[config.mk]
export PLATFORM = sky130hd
export DESIGN_NAME = emb_exciter_flat
export DESIGN_NICKNAME = d
export VERILOG_FILES = /design/src/emb_pkg.sv /design/src/emb_bus_if.sv /design/src/emb_exciter.sv /design/src/flat_wrapper.sv
export SDC_FILE = /design/constraint.sdc
export NUM_CORES = 1
export LEC_CHECK = 0
export BUFFER_PORTS_ARGS = -buffer_cell sky130_fd_sc_hd__buf_2
export CAP_MARGIN = 0
export CORE_MARGIN = 8
export CORE_UTILIZATION = 51
export DETAILED_ROUTE_END_ITERATION = 8
export GPL_TIMING_DRIVEN = 0
export PLACE_DENSITY_LB_ADDON = 0.15
export REMOVE_ABC_BUFFERS = 1
export SLEW_MARGIN = 20
export SYNTH_ARGS = -nofsm -noshare
export SYNTH_HDL_FRONTEND = slang
export SYNTH_SLANG_ARGS = --single-unit
[constraint.sdc]
create_clock -name clock -period 2.3 [get_ports clock]
set_clock_uncertainty 0.15 [all_clocks]
set_input_delay 0 -clock clock [delete_from_list [all_inputs] [get_ports clock]]
set_output_delay 0 -clock clock [all_outputs]
set_load 0.01 [all_outputs]
[src/emb_pkg.sv]
// Package for the exciter module-bus slave and its controller end.
// Assumes a 125 MHz system clock on both ends.
package emb_pkg;
  localparam int          CLK_HZ        = 125000000;
  localparam int          LINK_KHZ      = 625;
  // Half period of the 625 kHz shift clock, in system cycles
  localparam int          LINK_HALF_CYC = CLK_HZ / (LINK_KHZ * 1000 * 2);
  localparam int          FRAME_BITS    = 32;
  localparam int          STATUS_BITS   = 8;
  localparam logic [3:0]  ADDR_EXCITER  = 4'h5;
  localparam logic [3:0]  ADDR_GAIN     = 4'h9;
  localparam logic [3:0]  ADDR_IDLE     = 4'h0;
  localparam int          LOOPBACK_POS  = 31;
  localparam int          METER_SEL_POS = 15;
  localparam int          KEYED_MODE_POS = 24;
  localparam int          LPF_BYPASS_POS = 25;
  localparam int          LPF_BAND_LO    = 26;
  localparam int          LPF_BAND_HI    = 28;
  localparam int          LPF_TEST_POS   = 29;
  localparam int          POWERUP_MS    = 400;
  localparam int          POWERUP_CYC   = POWERUP_MS * (CLK_HZ / 1000);
  localparam logic [31:0] CMD_RESET     = 32'h0000_0000;
  localparam int          STROBE_CYC    = 4;
endpackage

[src/emb_bus_if.sv]
// Module control bus between the controller and the exciter slave.
// The controller resolves the shared return line from its enable.
`timescale 1ns/10ps
interface emb_bus_if;
  logic [3:0] moduleAddress;
  logic       busClock;
  logic       serialData;
  logic       writeCmd;
  logic       readCmd;
  logic       returnOut;
  logic       returnOe;
  modport controller (output moduleAddress, output busClock, output serialData,
                      output writeCmd, output readCmd, input returnOut, input returnOe);
  modport exciter (input moduleAddress, input busClock, input serialData,
                   input writeCmd, input readCmd, output returnOut, output returnOe);
endinterface

[src/emb_exciter.sv]
// Exciter end of the module control bus: address decode, command shift
// latches, status readback shifter, gain-control forwarding.
// Assumes all bus pins are asynchronous to clock.
`timescale 1ns/10ps
// Operation
// Decode address 5 as exciter module
// Same decoder also serves gain-control address 9
// Write, read and gain-write are short pulses
// No gain-control read; status rides readback word
// Thirty-two clock pulses shift the command frame
// Write strobe copies shift bits to outputs
// First bit in lands in the final position
// Controller checks loop-back bit during self test
// Read strobe loads status, then shifts out
// Return line driven only during read strobe
// Bus clock buffered, always enabled, toward module
// Outputs disabled about 400 ms after power-up
// Forward strobe, clock, data to gain module
// One bit selects meter path source
// Off-board command bits routed out directly
// Outputs hold until next exciter write strobe
module emb_exciter #(
  parameter int POWERUP_CYCLES = emb_pkg::POWERUP_CYC
) (
  input  wire logic                            clock,
  input  wire logic                            rst,
  emb_bus_if.exciter                           bus,
  input  wire logic [emb_pkg::STATUS_BITS-1:0] statusIn,
  output logic [emb_pkg::FRAME_BITS-1:0]       commandOut,
  output logic                                 outputEnable,
  output logic                                 meterPathSelect,
  output logic                                 keyedModeLine,
  output logic                                 lpfBypass,
  output logic [2:0]                           lpfBandSelect,
  output logic                                 lpfTestEnable,
  output logic                                 loopBackBit,
  output logic                                 gainWriteStrobe,
  output logic                                 gainClock,
  output logic                                 gainData
);
  localparam int FB = emb_pkg::FRAME_BITS;
  localparam int SB = emb_pkg::STATUS_BITS;

  logic [3:0]    addrMeta;
  logic [3:0]    addrSync;
  logic [2:0]    ctlMeta;
  logic [2:0]    ctlSync;
  logic [2:0]    ctlLast;
  logic          clkSync;
  logic          clkLast;
  logic          dataMeta;
  logic          dataSync;
  // Status inputs come from other boards, so they are synchronised too
  logic [SB-1:0] statusMeta;
  logic [SB-1:0] statusSync;
  logic [FB-1:0] shiftReg;
  logic [SB-1:0] statusReg;
  logic [31:0]   powerCount;
  logic          readActive;

  // Synchronise every pin before it is looked at
  always_ff @(posedge clock) begin
    addrMeta <= bus.moduleAddress;
    addrSync <= addrMeta;
    ctlMeta  <= {bus.writeCmd, bus.readCmd, bus.busClock};
    ctlSync  <= ctlMeta;
    ctlLast  <= ctlSync;
    dataMeta <= bus.serialData;
    dataSync <= dataMeta;
  end

  always_ff @(posedge clock) begin
    statusMeta <= statusIn;
    statusSync <= statusMeta;
  end

  // One decoder serves both module addresses
  function automatic logic moduleHit(input logic [3:0] addr, input logic [3:0] code);
    return addr == code;
  endfunction
  assign clkSync = ctlSync[0];
  assign clkLast = ctlLast[0];

  wire isExciter  = moduleHit(addrSync, emb_pkg::ADDR_EXCITER);
  wire isGain     = moduleHit(addrSync, emb_pkg::ADDR_GAIN);
  wire writeRise  = ctlSync[2] & ~ctlLast[2];
  wire readRise   = ctlSync[1] & ~ctlLast[1];
  wire readLevel  = ctlSync[1] & isExciter;
  wire clockRise  = clkSync & ~clkLast;
  wire clockFall  = ~clkSync & clkLast;
  // One-cycle strobes from command edges, never levels
  wire excWrite   = writeRise & isExciter;
  wire excRead    = readRise & isExciter;
  wire gainWrite  = writeRise & isGain;
  wire powerDone  = powerCount >= 32'(POWERUP_CYCLES);
  wire [FB-1:0] nextCommand = shiftReg;

  // First bit in ends at the top after 32 shifts
  always_ff @(posedge clock) begin
    if (rst) begin
      shiftReg <= emb_pkg::CMD_RESET;
    end else if (clockRise && !readActive) begin
      shiftReg <= {shiftReg[FB-2:0], dataSync};
    end
  end

  always_ff @(posedge clock) begin
    if (rst) begin
      commandOut <= emb_pkg::CMD_RESET;
    end else if (excWrite) begin
      commandOut <= nextCommand;
    end
  end

  // Power-up hold-off counted from reset release
  always_ff @(posedge clock) begin
    if (rst) begin
      powerCount   <= 32'h0000_0000;
      outputEnable <= 1'b0;
    end else begin
      if (!powerDone) begin
        powerCount <= powerCount + 32'h0000_0001;
      end
      outputEnable <= powerDone;
    end
  end

  // Outputs read zero until enabled, so no random data shows
  always_ff @(posedge clock) begin
    if (rst) begin
      meterPathSelect <= 1'b0;
      keyedModeLine   <= 1'b0;
      lpfBypass       <= 1'b0;
      lpfBandSelect   <= 3'h0;
      lpfTestEnable   <= 1'b0;
      loopBackBit     <= 1'b0;
    end else begin
      meterPathSelect <= outputEnable & commandOut[emb_pkg::METER_SEL_POS];
      keyedModeLine   <= outputEnable & commandOut[emb_pkg::KEYED_MODE_POS];
      lpfBypass       <= outputEnable & commandOut[emb_pkg::LPF_BYPASS_POS];
      lpfBandSelect   <= {3{outputEnable}} & commandOut[emb_pkg::LPF_BAND_HI:emb_pkg::LPF_BAND_LO];
      lpfTestEnable   <= outputEnable & commandOut[emb_pkg::LPF_TEST_POS];
      loopBackBit     <= outputEnable & commandOut[emb_pkg::LOOPBACK_POS];
    end
  end

  // Status load on read strobe, shift on each falling bus edge while the exciter read is active
  always_ff @(posedge clock) begin
    if (rst) begin
      statusReg  <= '0;
      readActive <= 1'b0;
    end else begin
      readActive <= readLevel;
      if (excRead) begin
        statusReg <= statusSync;
      end else if (readActive && clockFall) begin
        statusReg <= {statusReg[SB-2:0], 1'b0};
      end
    end
  end

  // Return line driver, enabled only while the exciter read is active
  always_ff @(posedge clock) begin
    if (rst) begin
      bus.returnOut <= 1'b0;
      bus.returnOe  <= 1'b0;
    end else begin
      bus.returnOut <= statusReg[SB-1];
      bus.returnOe  <= readActive;
    end
  end

  // Gain module is write-only: strobe, clock and data only
  always_ff @(posedge clock) begin
    if (rst) begin
      gainWriteStrobe <= 1'b0;
      gainClock       <= 1'b0;
      gainData        <= 1'b0;
    end else begin
      gainWriteStrobe <= gainWrite;
      gainClock       <= clkSync;
      gainData        <= dataSync;
    end
  end
endmodule

[src/flat_wrapper.sv]
// flat-port wrapper written by rule: the top's interface ports become plain ports
module emb_exciter_flat 
#(
  parameter int POWERUP_CYCLES = emb_pkg::POWERUP_CYC
)
  (clock, rst, statusIn, commandOut, outputEnable, meterPathSelect, keyedModeLine, lpfBypass, lpfBandSelect, lpfTestEnable, loopBackBit, gainWriteStrobe, gainClock, gainData, bus_moduleAddress, bus_busClock, bus_serialData, bus_writeCmd, bus_readCmd, bus_returnOut, bus_returnOe);
  emb_bus_if bus_i ();
  input  wire logic clock;
  input  wire logic rst;
  input  wire logic [emb_pkg::STATUS_BITS-1:0] statusIn;
  output logic [emb_pkg::FRAME_BITS-1:0] commandOut;
  output logic outputEnable;
  output logic meterPathSelect;
  output logic keyedModeLine;
  output logic lpfBypass;
  output logic [2:0] lpfBandSelect;
  output logic lpfTestEnable;
  output logic loopBackBit;
  output logic gainWriteStrobe;
  output logic gainClock;
  output logic gainData;
  input wire logic [$bits(bus_i.moduleAddress)-1:0] bus_moduleAddress;
  input wire logic [$bits(bus_i.busClock)-1:0] bus_busClock;
  input wire logic [$bits(bus_i.serialData)-1:0] bus_serialData;
  input wire logic [$bits(bus_i.writeCmd)-1:0] bus_writeCmd;
  input wire logic [$bits(bus_i.readCmd)-1:0] bus_readCmd;
  output wire logic [$bits(bus_i.returnOut)-1:0] bus_returnOut;
  output wire logic [$bits(bus_i.returnOe)-1:0] bus_returnOe;
  assign bus_i.moduleAddress = bus_moduleAddress;
  assign bus_i.busClock = bus_busClock;
  assign bus_i.serialData = bus_serialData;
  assign bus_i.writeCmd = bus_writeCmd;
  assign bus_i.readCmd = bus_readCmd;
  assign bus_returnOut = bus_i.returnOut;
  assign bus_returnOe = bus_i.returnOe;
  emb_exciter #(.POWERUP_CYCLES(POWERUP_CYCLES)) u_core (.clock(clock), .rst(rst), .bus(bus_i), .statusIn(statusIn), .commandOut(commandOut), .outputEnable(outputEnable), .meterPathSelect(meterPathSelect), .keyedModeLine(keyedModeLine), .lpfBypass(lpfBypass), .lpfBandSelect(lpfBandSelect), .lpfTestEnable(lpfTestEnable), .loopBackBit(loopBackBit), .gainWriteStrobe(gainWriteStrobe), .gainClock(gainClock), .gainData(gainData));
endmodule
==> impl_metrics.csv <==
group,metric,value,unit
setup_path,cp-start-kind,"register",
floorplan,floorplan.rows,37,
detailed_routing,drt_iter0_markers,245,
status,status,"completed",
global_route,track_usage,15.1,%
power_and_ir_drop,p_leak,2.58,nW
layout,final_net_count,687,
cts,worstSkewPairLatency,0.51,ns
synth,yosysTopAreaCellShare,58.5,%
synth,yosys_top_cell_by_area,"dfxtp_1",
synth,synthAdderAreaFrac,0.475,%
flow_run,cap_viol_max_count,0,
global_route,grt_pass1_wl,17.9,mm
setup_path,worst_setup_path_end_kind,"register",
synth,synth-warning-count,0,
timing,totalNegativeSetupSlack,0,ns
layout,synthToLayoutAreaGrowth,27.5,%
detailed_routing,postRouteAntennaNets,0,
cts,max-clock-path-buffers,2,
timing,timing_max_transition_violations_final,0,
synth,post_synth_top_flop,"dfxtp_1",
setup_path,crit_path_frequent_cell,"or3_4",
setup_path,worst-r2r-cell-count,5,
setup_path,worstSetupPathDepth,5,
setup_path,cpPeakStageDelay,0.44,ns
timing,max_freq,0.449,GHz
synth,synth.ff_latch_count,154,
detailed_routing,wl_per_cell,12.7,µm
synth,synth_top_family_by_area,"simple AND/OR/NAND/NOR gates",
global_route,grt_antenna_before_repair,0,
synth,syn_std_cell_area,5270,µm²
detailed_routing,wirelength,10.4,mm
layout,post_route_cells_drive_above_1_share,19.4,%
placement,detailedPlacementHpwl,6.29,mm
synth,synth_sequential_area_ratio,58.5,%
setup_path,critical_path_buf_inv_count,0,
setup_path,critical_path.startpoint,"u_core.powerCount[4]$_SDFFE_PP0N_",
placement,numPortBuffers,63,
setup_path,critical_path.reg2reg.startpoint,"u_core.powerCount[4]$_SDFFE_PP0N_",
layout,n_fill_cell,837,
synth,number_of_enable_flip_flop_cells_after_synthesis,0,
cts,tritoncts.num_buffers,17,
synth,synth_compound_area_share,11.6,%
setup_path,regToRegEndpoint,"u_core.powerCount[22]$_SDFFE_PP0N_",
setup_path,worst_setup_path_endpoint,"u_core.powerCount[22]$_SDFFE_PP0N_",
setup_path,timing.critical_path.slowest_stage_cell,"or3_4",
synth,synth_cell_types,38,
floorplan,die_width,118,µm
global_route,grt_overflow_total,0,
detailed_routing,detailedRoute.firstPassIterationCount,4,
setup_path,worst-endpoint-required,2.54,ns
floorplan,die_y,118,µm
setup_path,cpLargestDelayFamily,"simple AND/OR/NAND/NOR gates",
synth,ys_top_cells_by_area,"dfxtp_1, nand2_1, a21oi_1, nor2b_1, clkbuf_1",
detailed_routing,via_count,4139,
setup_path,timing_worst_setup_path_type,"register to register",
global_route,largest_net_degree_at_the_start_of_global_routing,73,
layout,num_antenna_cells,0,
cts,cts-htree-levels,4,
power_and_ir_drop,finalPower,5.52,mW
floorplan,core_area,10200,µm²
synth,synth_simple_gate_area_share,23.0,%
placement,globalplace.congestion,0.781,
synth,synth_cells,576,
min_path,hold_crit_path_type,"register to register",
timing,worstMarginPinSlew,0.707,ns
cts,tritoncts,"done",
timing,slew-limit-headroom,52.7,%
cts,clk_transition_reported_paths,0.07,ns
timing,setup_violations,0,
detailed_routing,drt-vias-per-instance,5.07,
power_and_ir_drop,vdd_drop_max,0.497,mV
setup_path,rrSetupSlack,0.07,ns
floorplan,dieArea,13800,µm²
synth,synth_most_common_cell,"dfxtp_1",
synth,synthMuxAreaShare,3.23,%
floorplan,num_io_pins,64,
cts,cts_root_buf,"clkbuf_8",
synth,synth_async_sr_flop_share,0,%
timing,final.period_utilization,96.9,%
detailed_routing,drc_errors,0,
synth,synth_commonest_cells,"dfxtp_1, nand2_1, a21oi_1",
setup_path,cp_max_fo,6,
synth,synth_xor_area_share,0,%
floorplan,initial_utilization,51.8,%
timing,finalHoldViolations,0,
synth,syn_avg_cell_area,9.15,µm²
power_and_ir_drop,power.density,822,nW/µm²
timing,min_period,2.23,ns
cts,tritoncts_num_sinks,154,
setup_path,cp_data_arrival_time,2.47,ns
setup_path,crit_chain,"nand4_4 > or3_4 > or3_4 > nor4_4 > mux2_2",
global_route,first_global_vias,3961,
[metrics by stage]
step	std cells	worst slack [ns]	util, %	area, µm²	hold slack [ns]
2_1_floorplan	541	-0.504	-	5140	-0.122
3_5_place_dp	745	-0.422	56.0	5700	-0.0464
6_report	816	0.0718	66.0	6720	0.179
3_3_place_gp	740	-1.87	55.2	5620	-0.0482
5_1_grt	816	-0.0371	66.0	6720	0.182
4_1_cts	813	0.0114	65.5	6670	0.178
[cells by family (layout without fill, tap and decap cells)]
family | after synthesis | in the layout
AO/OA/AOI/OAI | 109 | 109
multiplexers | 16 | 16
adder cells (fa/ha/maj) | 2 | 2
AND/OR/NAND/NOR | 251 | 251
buffers and inverters | 44 | 148
flip-flops | 154 | 154
[power by group]
part	switching, mW	internal [mW]
Combinational	0.0907	0.0795
Clock	1.22	1.41
Sequential	0.0189	2.71
Total	1.33	4.20
[cell usage in the layout (no fill, tap or decap), drive strengths merged, types with 2 or more instances in the layout]
cell type,count
inv,16
a211oi,8
nand4,7
clkinv,7
nand2b,2
nand2,140
nor2,21
a21oi,82
o31ai,14
ha,2
nor2b,19
or4,15
dfxtp,154
nor3b,3
and2,8
mux2,8
nor3,6
dlygate4sd3,33
mux2i,8
nand3b,2
nor4,7
nand3,9
nand4b,2
or3,2
buf,74
clkbuf,17
or3b,2
and3,3
[flip-flops by register name, indices dropped and copies added, names as in the netlist, 3 cells and up]
register              flops
u_core.addrMeta           4
u_core.addrSync           4
u_core.commandOut        32
u_core.ctlLast            3
u_core.ctlMeta            3
u_core.ctlSync            3
u_core.lpfBandSelect      3
u_core.nextCommand       32
u_core.powerCount        32
u_core.statusMeta         8
u_core.statusReg          8
u_core.statusSync         8
[layer usage]
| metal | up-vias | routed length, µm | global-route usage [%] |
|---|---|---|---|
| met3 | 4 | 525 | 5.18 |
| met1 | 1905 | 4760 | 17.8 |
| li1 | 2155 | - | - |
| met4 | 0 | 58 | 4.56 |
| met5 | - | 0 | 0 |
| met2 | 75 | 5020 | 25.4 |
[worst min path at each step]
stage                                       from                      endpoint  slack [ns]  cells after the start
floorplan                   bus_moduleAddress[0]    u_core.addrMeta[0]$_DFF_P_       -0.12                      0
global placement                     statusIn[7]  u_core.statusMeta[7]$_DFF_P_       -0.05                      1
detailed placement                   statusIn[5]  u_core.statusMeta[5]$_DFF_P_       -0.05                      1
CTS                   u_core.addrMeta[1]$_DFF_P_    u_core.addrSync[1]$_DFF_P_        0.18                      0
global route        u_core.statusMeta[2]$_DFF_P_  u_core.statusSync[2]$_DFF_P_        0.18                      0
finish              u_core.statusMeta[3]$_DFF_P_  u_core.statusSync[3]$_DFF_P_        0.18                      0
[repair_timing]
item / in CTS / in global routing
hold endpoints to repair: 62 / 0
setup buffers: 3 / 3
gates resized for setup: 10 / 6
setup endpoints to repair: 23 / 25
cloned: 0 / 0
pin swaps: 1 / 2
hold buffers: 33 / 0
[area by class of cell]
class | count | area (µm²) | area share [%]
Clock buffer | 17 | 414 | 6.16
Clock inverter | 15 | 173 | 2.57
Inverter | 9 | 33.8 | 0.503
Multi-Input combinational cell | 378 | 2080 | 30.9
Sequential cell | 154 | 3090 | 46.0
Tap cell | 136 | 170 | 2.53
Timing Repair Buffer | 107 | 762 | 11.3
No activity file was read; power rests on OpenSTA's default activity.
